## src/bpps_pkg.sv

```systemverilog
// Shared constants, register map and state type of the PROM program sequencer.
package bpps_pkg;

  // ----------------------------------------------------------------------
  // Timing
  // ----------------------------------------------------------------------
  localparam int CLOCK_MHZ = 25;
  localparam int CYCLE_MS = 400;
  localparam int CYCLE_CYCLES = CYCLE_MS * 1000 * CLOCK_MHZ;
  localparam int OVP_US = 2500;
  localparam int OVP_CYCLES = OVP_US * CLOCK_MHZ;
  localparam int PULSE_NS = 8000;
  localparam int PULSE_CYCLES = (PULSE_NS * CLOCK_MHZ + 999) / 1000;
  localparam int GAP_NS = 1800;
  localparam int GAP_CYCLES = (GAP_NS * CLOCK_MHZ + 999) / 1000;
  localparam int SETTLE_CYCLES = 6;
  localparam int MATCH_TARGET = 128;
  localparam int ATTEMPT_LIMIT = 4;

  // ----------------------------------------------------------------------
  // Widths
  // ----------------------------------------------------------------------
  localparam int AXI_ADDR_W = 5;
  localparam int PROM_ADDR_W = 12;
  localparam int PROM_DATA_W = 8;
  localparam int SYNC_W = 11;

  // ----------------------------------------------------------------------
  // Register map and fields
  // ----------------------------------------------------------------------
  localparam logic [4:0] REG_CTRL = 5'h00;
  localparam logic [4:0] REG_ADDR = 5'h04;
  localparam logic [4:0] REG_WDATA = 5'h08;
  localparam logic [4:0] REG_RDATA = 5'h0C;
  localparam logic [4:0] REG_STATUS = 5'h10;
  localparam logic [4:0] REG_IRQ_STAT = 5'h14;
  localparam logic [4:0] REG_IRQ_MASK = 5'h18;
  localparam int CTRL_READ = 0;
  localparam int CTRL_PROGRAM = 1;
  localparam int CTRL_WIDE = 2;
  localparam int ST_BUSY = 0;
  localparam int ST_OK = 1;
  localparam int ST_FAIL = 2;
  localparam int ST_BOUND = 3;
  localparam int ST_SUPPLY = 4;
  localparam int ST_ATTEMPT = 8;
  localparam int IRQ_DONE = 0;
  localparam int IRQ_ERROR = 1;
  localparam logic [1:0] RESP_OKAY = 2'h0;
  localparam logic [1:0] RESP_SLVERR = 2'h2;
  localparam logic [1:0] IRQ_RESET = 2'h0;
  localparam logic [31:0] RDATA_RESET = 32'h00000000;

  typedef enum {
    SQ_IDLE, SQ_CHECK, SQ_SELECT, SQ_RLATCH, SQ_EVAL, SQ_PULSE, SQ_GAP, SQ_OVP
  } bpps_state_t;

endpackage

```

## src/bpps_sequencer.sv

```systemverilog
// PROM read and fuse-program sequencer with AXI4-Lite register access.
// What this block does
// - Pulse nibble bits one at a time, repeating.
// - Read back each bit before pulsing it.
// - After all blown, count 128 matching read-backs.
// - Then drive all cleared outputs 2.5 ms.
// - Wide parts: lower nibble before upper nibble.
// - Supply pulse with current on one bit.
// - Board requests; device answers with data, status.
// - Return addressed word on 8-bit read bus.
// - Only addresses 0 to 2047; top bit errors.
// - Size switch picks bits 8-10 checked.
// - Out-of-range address raises boundary error flag.
// - Missing high voltage shows a status bit.
// - Count 128 matches, then start over-programming.
// - Four 400 ms attempts, then abort with error.
// - Check range before each operation, supply before programming.
//
// Design decisions made here: the register addresses and the AXI4-Lite slave port.
`timescale 1ns/1ps
module bpps_sequencer
  import bpps_pkg::*;
#(
  parameter int CYCLE_LIMIT = bpps_pkg::CYCLE_CYCLES,
  parameter int OVP_LIMIT = bpps_pkg::OVP_CYCLES
) (
  input wire logic clock,
  input wire logic resetn,
  input wire logic [bpps_pkg::AXI_ADDR_W-1:0] awaddr,
  input wire logic awvalid,
  output logic awready,
  input wire logic [31:0] wdata,
  input wire logic [3:0] wstrb,
  input wire logic wvalid,
  output logic wready,
  output logic [1:0] bresp,
  output logic bvalid,
  input wire logic bready,
  input wire logic [bpps_pkg::AXI_ADDR_W-1:0] araddr,
  input wire logic arvalid,
  output logic arready,
  output logic [31:0] rdata,
  output logic [1:0] rresp,
  output logic rvalid,
  input wire logic rready,
  output logic [10:0] promAddr,
  output logic promSelectN,
  input wire logic [bpps_pkg::PROM_DATA_W-1:0] promData,
  output logic supplyPulse,
  output logic [bpps_pkg::PROM_DATA_W-1:0] currentDrive,
  input wire logic hvMissing,
  input wire logic [1:0] sizeSelectSwitch,
  output logic irq
);
  import bpps_pkg::*;

  // ----------------------------------------------------------------------
  // Helpers
  // ----------------------------------------------------------------------
  function automatic logic [3:0] pickNibble(input logic [7:0] word, input logic upper);
    pickNibble = upper ? word[7:4] : word[3:0];
  endfunction

  function automatic logic [7:0] driveVector(input logic upper, input logic [3:0] bits);
    driveVector = upper ? {bits, 4'h0} : {4'h0, bits};
  endfunction

  function automatic logic rangeError(input logic [11:0] addr, input logic [1:0] size);
    logic [2:0] checkMask;
    checkMask = (size == 2'h0) ? 3'h7 : (size == 2'h1) ? 3'h6 : (size == 2'h2) ? 3'h4 : 3'h0;
    rangeError = addr[11] || ((addr[10:8] & checkMask) != 3'h0);
  endfunction

  // ----------------------------------------------------------------------
  // Pin inputs
  // ----------------------------------------------------------------------
  logic [SYNC_W-1:0] syncLevel;
  logic [7:0] dataSync;
  logic supplyMissing;
  logic [1:0] sizeSync;

  bpps_pin_sync #(.WIDTH(SYNC_W)) u_sync (
    .clock(clock),
    .resetn(resetn),
    .pinIn({sizeSelectSwitch, hvMissing, promData}),
    .level(syncLevel)
  );
  assign dataSync = syncLevel[7:0];
  assign supplyMissing = syncLevel[8];
  assign sizeSync = syncLevel[10:9];

  // ----------------------------------------------------------------------
  // Register bus
  // ----------------------------------------------------------------------
  bpps_state_t state_reg, state_next;
  logic awHeld_reg, wHeld_reg, bvalid_reg, rvalid_reg;
  logic [4:0] awAddr_reg;
  logic [31:0] wData_reg, rdata_reg;
  logic [3:0] wStrb_reg;
  logic [1:0] bresp_reg, rresp_reg, irqStat_reg, irqMask_reg;
  logic [11:0] addr_reg;
  logic [7:0] writeData_reg, readData_reg;
  logic wide_reg, opRead_reg, okFlag_reg, failFlag_reg, upper_reg;
  logic [2:0] attempt_reg;
  logic writeFire, idle, boundErr, startRead, startProgram, doneEvent, failEvent;

  assign awready = !awHeld_reg && !bvalid_reg;
  assign wready = !wHeld_reg && !bvalid_reg;
  assign arready = !rvalid_reg;
  assign writeFire = awHeld_reg && wHeld_reg;
  assign idle = (state_reg == SQ_IDLE);
  assign boundErr = rangeError(addr_reg, sizeSync);
  assign startRead = writeFire && idle && awAddr_reg == REG_CTRL && wStrb_reg[0]
                     && wData_reg[CTRL_READ] && !wData_reg[CTRL_PROGRAM];
  assign startProgram = writeFire && idle && awAddr_reg == REG_CTRL && wStrb_reg[0]
                        && wData_reg[CTRL_PROGRAM];

  always_ff @(posedge clock) begin
    if (!resetn) begin
      awHeld_reg <= 1'b0;
      wHeld_reg <= 1'b0;
      awAddr_reg <= 5'h00;
      wData_reg <= 32'h00000000;
      wStrb_reg <= 4'h0;
      bvalid_reg <= 1'b0;
      bresp_reg <= RESP_OKAY;
    end else begin
      if (awvalid && awready) begin
        awHeld_reg <= 1'b1;
        awAddr_reg <= awaddr;
      end
      if (wvalid && wready) begin
        wHeld_reg <= 1'b1;
        wData_reg <= wdata;
        wStrb_reg <= wstrb;
      end
      if (writeFire) begin
        awHeld_reg <= 1'b0;
        wHeld_reg <= 1'b0;
        bvalid_reg <= 1'b1;
        bresp_reg <= (awAddr_reg > REG_IRQ_MASK || awAddr_reg[1:0] != 2'h0) ?
                     RESP_SLVERR : RESP_OKAY;
      end else if (bready) begin
        bvalid_reg <= 1'b0;
      end
    end
  end

  // Setup registers except the interrupt mask are frozen while an operation runs so the pins stay stable.
  always_ff @(posedge clock) begin
    if (!resetn) begin
      addr_reg <= 12'h000;
      writeData_reg <= 8'hFF;
      wide_reg <= 1'b0;
      irqMask_reg <= IRQ_RESET;
    end else if (writeFire) begin
      if (idle && awAddr_reg == REG_ADDR && wStrb_reg[0]) addr_reg[7:0] <= wData_reg[7:0];
      if (idle && awAddr_reg == REG_ADDR && wStrb_reg[1]) addr_reg[11:8] <= wData_reg[11:8];
      if (idle && awAddr_reg == REG_WDATA && wStrb_reg[0]) writeData_reg <= wData_reg[7:0];
      if (idle && awAddr_reg == REG_CTRL && wStrb_reg[0]) wide_reg <= wData_reg[CTRL_WIDE];
      if (awAddr_reg == REG_IRQ_MASK && wStrb_reg[0]) irqMask_reg <= wData_reg[1:0];
    end
  end

  // Hardware set wins over a same-cycle write-one clear.
  always_ff @(posedge clock) begin
    if (!resetn) begin
      irqStat_reg <= IRQ_RESET;
    end else begin
      irqStat_reg <= (irqStat_reg & ~((writeFire && awAddr_reg == REG_IRQ_STAT
                      && wStrb_reg[0]) ? wData_reg[1:0] : 2'h0)) | {failEvent, doneEvent};
    end
  end
  assign irq = |(irqStat_reg & irqMask_reg);

  always_ff @(posedge clock) begin
    if (!resetn) begin
      rvalid_reg <= 1'b0;
      rdata_reg <= RDATA_RESET;
      rresp_reg <= RESP_OKAY;
    end else if (arvalid && arready) begin
      rvalid_reg <= 1'b1;
      rresp_reg <= RESP_OKAY;
      case (araddr)
        REG_CTRL: rdata_reg <= {29'h0, wide_reg, 2'h0};
        REG_ADDR: rdata_reg <= {20'h0, addr_reg};
        REG_WDATA: rdata_reg <= {24'h0, writeData_reg};
        REG_RDATA: rdata_reg <= {24'h0, readData_reg};
        REG_STATUS: rdata_reg <= {21'h0, attempt_reg, 3'h0, supplyMissing, boundErr,
                                  failFlag_reg, okFlag_reg, !idle};
        REG_IRQ_STAT: rdata_reg <= {30'h0, irqStat_reg};
        REG_IRQ_MASK: rdata_reg <= {30'h0, irqMask_reg};
        default: begin
          rdata_reg <= RDATA_RESET;
          rresp_reg <= RESP_SLVERR;
        end
      endcase
    end else if (rready) begin
      rvalid_reg <= 1'b0;
    end
  end
  assign bvalid = bvalid_reg;
  assign bresp = bresp_reg;
  assign rvalid = rvalid_reg;
  assign rdata = rdata_reg;
  assign rresp = rresp_reg;

  // ----------------------------------------------------------------------
  // Sequencer
  // ----------------------------------------------------------------------
  logic [1:0] bitIndex_reg;
  logic [7:0] matchCount_reg;
  logic [23:0] cycleTimer_reg;
  logic [15:0] stepTimer_reg;
  logic [3:0] nibbleTarget, nibbleRead, clearMask;
  logic nibbleMatch, bitNeedsPulse, finishMatch, cycleOver, lastAttempt;

  assign nibbleTarget = pickNibble(writeData_reg, upper_reg);
  assign nibbleRead = pickNibble(dataSync, upper_reg);
  assign clearMask = ~nibbleTarget;
  assign nibbleMatch = (nibbleRead == nibbleTarget);
  assign finishMatch = nibbleMatch && matchCount_reg == 8'(MATCH_TARGET - 1);
  // Once the nibble matches, bits to clear keep getting pulsed to finish oxidation.
  assign bitNeedsPulse = clearMask[bitIndex_reg] && (nibbleRead[bitIndex_reg] || nibbleMatch);
  assign cycleOver = cycleTimer_reg >= 24'(CYCLE_LIMIT - 1);
  assign lastAttempt = attempt_reg == 3'(ATTEMPT_LIMIT - 1);

  always_comb begin
    state_next = state_reg;
    case (state_reg)
      SQ_IDLE: if (startRead || startProgram) state_next = SQ_CHECK;
      SQ_CHECK: state_next = (boundErr || (!opRead_reg && supplyMissing)) ? SQ_IDLE : SQ_SELECT;
      SQ_SELECT: if (stepTimer_reg == 16'(SETTLE_CYCLES - 1))
        state_next = opRead_reg ? SQ_RLATCH : SQ_EVAL;
      SQ_RLATCH: state_next = SQ_IDLE;
      SQ_EVAL: begin
        if (finishMatch) state_next = SQ_OVP;
        else if (cycleOver) state_next = lastAttempt ? SQ_IDLE : SQ_SELECT;
        else if (bitNeedsPulse) state_next = SQ_PULSE;
        else state_next = SQ_SELECT;
      end
      SQ_PULSE: if (stepTimer_reg == 16'(PULSE_CYCLES - 1)) state_next = SQ_GAP;
      SQ_GAP: if (stepTimer_reg == 16'(GAP_CYCLES - 1)) state_next = SQ_SELECT;
      SQ_OVP: if (stepTimer_reg == 16'(OVP_LIMIT - 1))
        state_next = (wide_reg && !upper_reg) ? SQ_SELECT : SQ_IDLE;
      default: state_next = SQ_IDLE;
    endcase
  end

  assign doneEvent = (state_reg == SQ_RLATCH) || (state_reg == SQ_OVP && state_next == SQ_IDLE);
  assign failEvent = state_next == SQ_IDLE && (state_reg == SQ_CHECK || state_reg == SQ_EVAL);

  always_ff @(posedge clock) begin
    if (!resetn) begin
      state_reg <= SQ_IDLE;
      stepTimer_reg <= 16'h0000;
    end else begin
      state_reg <= state_next;
      stepTimer_reg <= (state_next != state_reg) ? 16'h0000 : stepTimer_reg + 16'h0001;
    end
  end

  // The 400 ms window keeps running through read-back, pulse and gap.
  always_ff @(posedge clock) begin
    if (!resetn) begin
      opRead_reg <= 1'b0;
      upper_reg <= 1'b0;
      bitIndex_reg <= 2'h0;
      matchCount_reg <= 8'h00;
      attempt_reg <= 3'h0;
      cycleTimer_reg <= 24'h000000;
    end else if (state_reg == SQ_IDLE) begin
      if (startRead || startProgram) begin
        opRead_reg <= startRead;
        upper_reg <= 1'b0;
        bitIndex_reg <= 2'h0;
        matchCount_reg <= 8'h00;
        attempt_reg <= 3'h0;
        cycleTimer_reg <= 24'h000000;
      end
    end else if (state_reg == SQ_OVP) begin
      if (state_next == SQ_SELECT) begin
        upper_reg <= 1'b1;
        bitIndex_reg <= 2'h0;
        matchCount_reg <= 8'h00;
        attempt_reg <= 3'h0;
        cycleTimer_reg <= 24'h000000;
      end
    end else if (!opRead_reg && state_reg != SQ_CHECK) begin
      cycleTimer_reg <= cycleTimer_reg + 24'h000001;
      if (state_reg == SQ_EVAL) begin
        bitIndex_reg <= bitIndex_reg + 2'h1;
        if (nibbleMatch) matchCount_reg <= matchCount_reg + 8'h01;
        if (cycleOver && !finishMatch) begin
          attempt_reg <= attempt_reg + 3'h1;
          matchCount_reg <= 8'h00;
          cycleTimer_reg <= 24'h000000;
        end
      end
    end
  end

  always_ff @(posedge clock) begin
    if (!resetn) begin
      okFlag_reg <= 1'b0;
      failFlag_reg <= 1'b0;
      readData_reg <= 8'h00;
    end else begin
      if (startRead || startProgram) begin
        okFlag_reg <= 1'b0;
        failFlag_reg <= 1'b0;
      end
      if (doneEvent) okFlag_reg <= 1'b1;
      if (failEvent) failFlag_reg <= 1'b1;
      if (state_reg == SQ_RLATCH) readData_reg <= dataSync;
    end
  end

  // ----------------------------------------------------------------------
  // PROM pins
  // ----------------------------------------------------------------------
  always_ff @(posedge clock) begin
    if (!resetn) begin
      promAddr <= 11'h000;
      promSelectN <= 1'b1;
      supplyPulse <= 1'b0;
      currentDrive <= 8'h00;
    end else begin
      promAddr <= addr_reg[10:0];
      promSelectN <= !(state_next == SQ_SELECT || state_next == SQ_EVAL
                       || state_next == SQ_RLATCH);
      supplyPulse <= state_next == SQ_PULSE || state_next == SQ_OVP;
      if (state_next == SQ_PULSE && state_reg == SQ_EVAL)
        currentDrive <= driveVector(upper_reg, 4'h1 << bitIndex_reg);
      else if (state_next == SQ_OVP)
        currentDrive <= driveVector(upper_reg, clearMask);
      else if (state_next != SQ_PULSE)
        currentDrive <= 8'h00;
    end
  end
endmodule

```

## src/bpps_pin_sync.sv

```systemverilog
// Three-stage pin synchroniser with agreement filter.
`timescale 1ns/1ps
module bpps_pin_sync #(
  parameter int WIDTH = 1
) (
  input wire logic clock,
  input wire logic resetn,
  input wire logic [WIDTH-1:0] pinIn,
  output logic [WIDTH-1:0] level
);

  logic [WIDTH-1:0] stage1_reg;
  logic [WIDTH-1:0] stage2_reg;
  logic [WIDTH-1:0] stage3_reg;
  logic [WIDTH-1:0] level_reg;

  always_ff @(posedge clock) begin
    if (!resetn) begin
      stage1_reg <= '0;
      stage2_reg <= '0;
      stage3_reg <= '0;
    end else begin
      stage1_reg <= pinIn;
      stage2_reg <= stage1_reg;
      stage3_reg <= stage2_reg;
    end
  end

  // A bit moves only once the second and third stages agree.
  genvar i;
  generate
    for (i = 0; i < WIDTH; i++) begin : g_bit
      always_ff @(posedge clock) begin
        if (!resetn) begin
          level_reg[i] <= 1'b0;
        end else if (stage2_reg[i] == stage3_reg[i]) begin
          level_reg[i] <= stage2_reg[i];
        end
      end
    end
  endgenerate

  assign level = level_reg;

endmodule

```

## config.mk

```make
export PLATFORM = sky130hd
export DESIGN_NAME = bpps_sequencer
export DESIGN_NICKNAME = d
export VERILOG_FILES = /design/src/bpps_pkg.sv /design/src/bpps_sequencer.sv /design/src/bpps_pin_sync.sv
export SDC_FILE = /design/constraint.sdc
export NUM_CORES = 1
export LEC_CHECK = 0
export BUFFER_PORTS_ARGS = -buffer_cell sky130_fd_sc_hd__clkbuf_2
export CAP_MARGIN = 20
export CORE_AREA = 2 2 97 169
export DETAILED_ROUTE_END_ITERATION = 16
export DIE_AREA = 0 0 99 171
export PLACE_DENSITY = 0.84
export SYNTH_ARGS = -nofsm -noshare
export SYNTH_HDL_FRONTEND = slang
export SYNTH_HIERARCHICAL = 1
export SYNTH_SLANG_ARGS = --single-unit
```

## constraint.sdc

```tcl
create_clock -name clock -period 9.35 [get_ports clock]
set_input_delay 2.3375 -clock clock [delete_from_list [all_inputs] [get_ports clock]]
set_output_delay 2.3375 -clock clock [all_outputs]
set_load 0.02 [all_outputs]
```

* Yosys cells after proc, flatten, opt, wreduce, memory -nomap -nowiden *
Cells that the tools add are included.

storage, ports and cells
  latch bits = 0
  memories kept = 0
  bits in writable memories = 0
  ROM bits = 0
  register bits after elaboration = 246

cells by class
  bitwise logic cells = 7
  div/mod/pow operators = 0
  equality and inequality tests = 50
  $add $sub $neg = 5
  reduce and logical (&&, ||, !) cells = 85
  multiplexer cells = 69
  magnitude comparators = 3
  shifts and indexed selects = 1
  multipliers = 0

operator list
  cell                                             count
  == test 32 x 3 -> 1 bit (second input constant)  7
  case mux 32 bit (7 select lines)                 1
  2-to-1 mux 24 bit                                7
  == test 32 x 4 -> 1 bit (second input constant)  5
  2-to-1 mux 32 bit                                5
  2-to-1 mux 8 bit                                 13
  zero test 32 bit                                 3
  case mux 12 bit (7 select lines)                 1
  == test 32 x 2 -> 1 bit (second input constant)  2
  2-to-1 mux 3 bit                                 14
  == test 32 x 1 -> 1 bit (second input constant)  1
  != test 32 x 2 -> 1 bit (second input constant)  1
  != test 32 bit                                   1
  != test 32 x 4 -> 1 bit (second input constant)  1
  logical AND 1 bit                                31
  == test 5 bit (second input constant)            5
  adder 24 x 1 -> 24 bit (second input constant)   1
  >= comparator 24 bit (second input constant)     1
  2-to-1 mux 2 bit                                 12
  adder 16 x 1 -> 16 bit (second input constant)   1
  == test 16 bit (second input constant)           1
  == test 16 x 3 -> 1 bit (second input constant)  1
  == test 16 x 6 -> 1 bit (second input constant)  1
  == test 16 x 8 -> 1 bit (second input constant)  1
  other kinds (38)                                 103

* Logic depth before layout (Yosys ltp) *
  word-level depth = 14
  mapped depth = 12
  mapped depth without buffers = 11

* Cells and area by module *
Netlist, hierarchy kept.

modules (own cells, without submodules)
  module          area each (µm²)  times used  seq. area each (µm²)  cells an instance
  bpps_sequencer  8,155.3          1           3,603.5               954
  bpps_pin_sync   1,326.3          1           880.8                 116

* Worst setup path before layout *
OpenSTA, ideal clock, no wires.

  kind = input-to-reg
  from = input arvalid
  to = register rdata_reg[10], in the netlist rdata[10]
  arrival = 3.670 ns
  path buffers = 0
  stages = 5
  path slack = 5.610 ns
  cell sequence = nand2_1 -> or3_1 -> nor4_1 -> a22oi_1 -> a21oi_1

between the ends
  longest elaborated chain between the ends = 1

ends and longest elaborated chain
  what                  line                   text
  start, declared       bpps_sequencer.sv:40   input wire logic arvalid,
  logical AND 1 bit     bpps_sequencer.sv:181  end else if (arvalid && arready) begin
  end signal, assigned  bpps_sequencer.sv:185  REG_CTRL: rdata_reg <= {29'h0, wide_reg, 2'h0};
  end signal, assigned  bpps_sequencer.sv:186  REG_ADDR: rdata_reg <= {20'h0, addr_reg};
  end signal, assigned  bpps_sequencer.sv:187  REG_WDATA: rdata_reg <= {24'h0, writeData_reg};
  end, declared         bpps_sequencer.sv:98   logic [31:0] wData_reg, rdata_reg;

Every way passes these cells.
A chain may end at the register's enable or synchronous reset.

* Worst setup path in the final report *
  from = input arvalid
  to = register rdata_reg[8], in the netlist rdata[8]

Same word-level chain as after synthesis.

==> flow_metrics.env <==
export IMPL_vdd_ir_drop_max_v=0.000207
export IMPL_wire_per_inst_um=16.8
export IMPL_cts_repair_resized=0
export IMPL_fill_cells=1252
export IMPL_cp_required_ns=9.77
export IMPL_viasPerCell=5.89
export IMPL_grt_pass1_vias=7660
export IMPL_yosysWarnings=6
export IMPL_nets=1231
export IMPL_r2r_slack_ns=5.31
export IMPL_die_w_um=99
export IMPL_hp_class="flop to flop"
export IMPL_whs_path_depth=1
export IMPL_hold_buffers=0
export IMPL_reg2reg_to="upper_reg$_SDFFE_PN0P_"
export IMPL_synth_cell_type_count=69
export IMPL_power_leakage_uw=0.00425
export IMPL_cts_tree="built"
export IMPL_netlist_area_mm2=0.00948
export IMPL_setup_worst_path_class="input port to flop"
export IMPL_ys_ff_latch=224
export IMPL_finClkSkew_ns=0.0110
export IMPL_reg2reg_depth=8
export IMPL_arrival_ns=4.50
export IMPL_cts_root_buf="clkbuf_16"
export IMPL_fp_coreArea_mm2=0.0156
export IMPL_antenna_left=0
export IMPL_via_count=8010
export IMPL_grt_pass1_wl_um=36800
export IMPL_timing_setup_tns_ns=0
export IMPL_hp_start="u_sync/stage1_reg[4]$_SDFF_PN0_"
export IMPL_wirelength_um=22900
export IMPL_cts_buffer_depth=3
export IMPL_hold_viol=0
export IMPL_setup_viol=0
export IMPL_fin_crit_sh_pct=43.7
export IMPL_drc=0
export IMPL_portBuffers=82
export IMPL_yosysTopAreaCell="dfxtp_1"
export IMPL_ys_seq_area_share_pct=47.3
export IMPL_slew_headroom_pct=25.9
export IMPL_ys_top_cells_by_count="224 x dfxtp_1, 124 x nand2_1, 106 x nor2_1, 58 x a21oi_1, 48 x and2_1"
export IMPL_dp_hpwl_um=16000
export IMPL_rr_startpoint="upper_reg$_SDFFE_PN0P_"
export IMPL_num_rows=61
export IMPL_placed_cells=1323
export IMPL_synth_area_per_cell_um2=8.86
export IMPL_htree_num_levels=1
export IMPL_final_cell_count_no_fill=1359
export IMPL_drt_iter0_drc=412
export IMPL_grt_max_degree=70
export IMPL_yosys_cell_count_top_type="dfxtp_1"
export IMPL_rsz0062_at_grt="false"
export IMPL_drv_cap=0
export IMPL_cts_buffers=20
export IMPL_grtUsageTotal_pct=26.4
export IMPL_worst_slew_pin_slew_ns=1.10
export IMPL_synth_ff_type="dfxtp_1"
export IMPL_largest_register_ffs=32
export IMPL_syn_to_final_growth_pct=12.0
export IMPL_critPathCaptureType="flop"
export IMPL_start_util_pct=60.6
export IMPL_grt_overflow=0
export IMPL_crit_fanout=14
export IMPL_antennaDiodeCount=0
export IMPL_antenna_found_initial=0
export IMPL_syn_inst=1070
export IMPL_maxSlewViolCount=0
export IMPL_min_period_ns=4.09
export IMPL_die_y_um=171
export IMPL_clk_pin_slew_ns=0.07
export IMPL_start_kind="input port"
export IMPL_drive_above_1_share_pct=12.4
export IMPL_gp_congestion=0.970
export IMPL_holdPathEnd="u_sync/stage2_reg[4]$_SDFF_PN0_"
export IMPL_ios=127
export IMPL_cts_sinks=224
export IMPL_yosys_area_top_type_share_pct=47.3
export IMPL_status="finished, final reports clean"
export IMPL_max_freq_ghz=0.245
export IMPL_worstSkewPairLatency_ns=0.50
export IMPL_synth_enable_flop_cells=0
export IMPL_power_density_mw_per_mm2=179
export IMPL_drt_pass1_iterations=5
export IMPL_synth_area_leaders="dfxtp_1 47%, nand2_1 4.9%, mux2i_1 4.8%"
export IMPL_die_area_mm2=0.0169
export IMPL_cts_setup_buffers=0
export IMPL_synthArstFlopShare_pct=0
[metal layers]
layer | GRT usage, % | share of wire (%) | vias to the layer above
met3 | 3.15 | 4.4 | 77
li1 | - | - | 3902
met1 | 28.9 | 37 | 3781
met5 | 0 | 0 | -
met4 | 14.4 | 5.1 | 0
met2 | 48.7 | 53 | 250
[kinds of logic after synthesis]
| group | synth area share (%) |
|---|---|
| flip-flops | 47.3 |
| AO/OA/AOI/OAI | 15.0 |
| XOR/XNOR | 2.12 |
| AND/OR/NAND/NOR | 22.6 |
| other | 0.0396 |
| multiplexers | 6.18 |
| buffers and inverters | 5.30 |
| adder cells (fa/ha/maj) | 1.45 |
[layout make-up]
class                   instances  area, um2  area share (%)
clock inverters                 8       78.8           0.742
flip-flops and latches        224       4480            42.2
repair buffers                 84        425            4.01
well taps                     189        236            2.23
inverters                      28        105           0.990
clock buffers                  28        592            5.57
multi-input cells             798       4700            44.2
[where the power goes]
group | switching, uW | internal, uW | total [uW] | leakage [uW]
Combinational | 52.9 | 25.4 | 78.3 | 0.00210
Clock | 364 | 474 | 837 | 0.000318
Sequential | 14.1 | 976 | 990 | 0.00183
Total | 431 | 1470 | 1910 | 0.00425
[worst max-delay path: stages]
cell	delay, ns
clkbuf_2	0.10
nand2_1	0.26
or3_1	0.48
nor4_1	0.86
a22oi_1	0.25
a21oi_1	0.22
[cells in the final DEF, fill, tap and decap left out, drive strengths merged, types with 6 or more instances in the layout]
cell      n
nor4     13
o211ai   14
ha       11
nand4    15
mux2i    45
o22ai     6
nand2b    7
xnor2    16
or3       9
o21ai    42
clkbuf  110
a22oi    13
xor2      7
a31oi    30
nor3     36
or2       8
inv      28
nor2    106
dfxtp   224
and2     49
conb     51
a21oi    58
nand3    38
or4       8
and3     12
nand2   124
[how the worst max path moves through the flow]
stage / start / end / slack (ns) / depth (start not counted)
after global routing: upper_reg$_SDFFE_PN0P_ / upper_reg$_SDFFE_PN0P_ / 4.87 / 8
after CTS: arvalid / rdata[8]$_SDFFE_PN0P_ / 5.28 / 6
after floorplan: arvalid / rdata[10]$_SDFFE_PN0P_ / 5.61 / 5
after global placement: resetn / stepTimer_reg[3]$_SDFF_PP0_ / 4.85 / 5
after detailed placement: resetn / stepTimer_reg[1]$_SDFF_PP0_ / 4.83 / 5
final: arvalid / rdata[8]$_SDFFE_PN0P_ / 5.26 / 6
[per-stage QoR]
stage / instance area [um2] / total power [uW] / utilization (%) / hold WS [ns] / setup slack (ns)
final: 10600 / 1910 / 67.9 / 0.434 / 5.26
after floorplan: 9670 / 1070 / - / 0.406 / 5.61
after detailed placement: 9950 / 1090 / 63.6 / 0.411 / 4.83
after global placement: 9950 / 1090 / 63.6 / 0.413 / 4.85
after global routing: 10600 / 1960 / 67.9 / 0.462 / 4.87
after CTS: 10600 / 1910 / 67.9 / 0.437 / 5.28
Note: power is estimated with default switching activity, not from simulation.
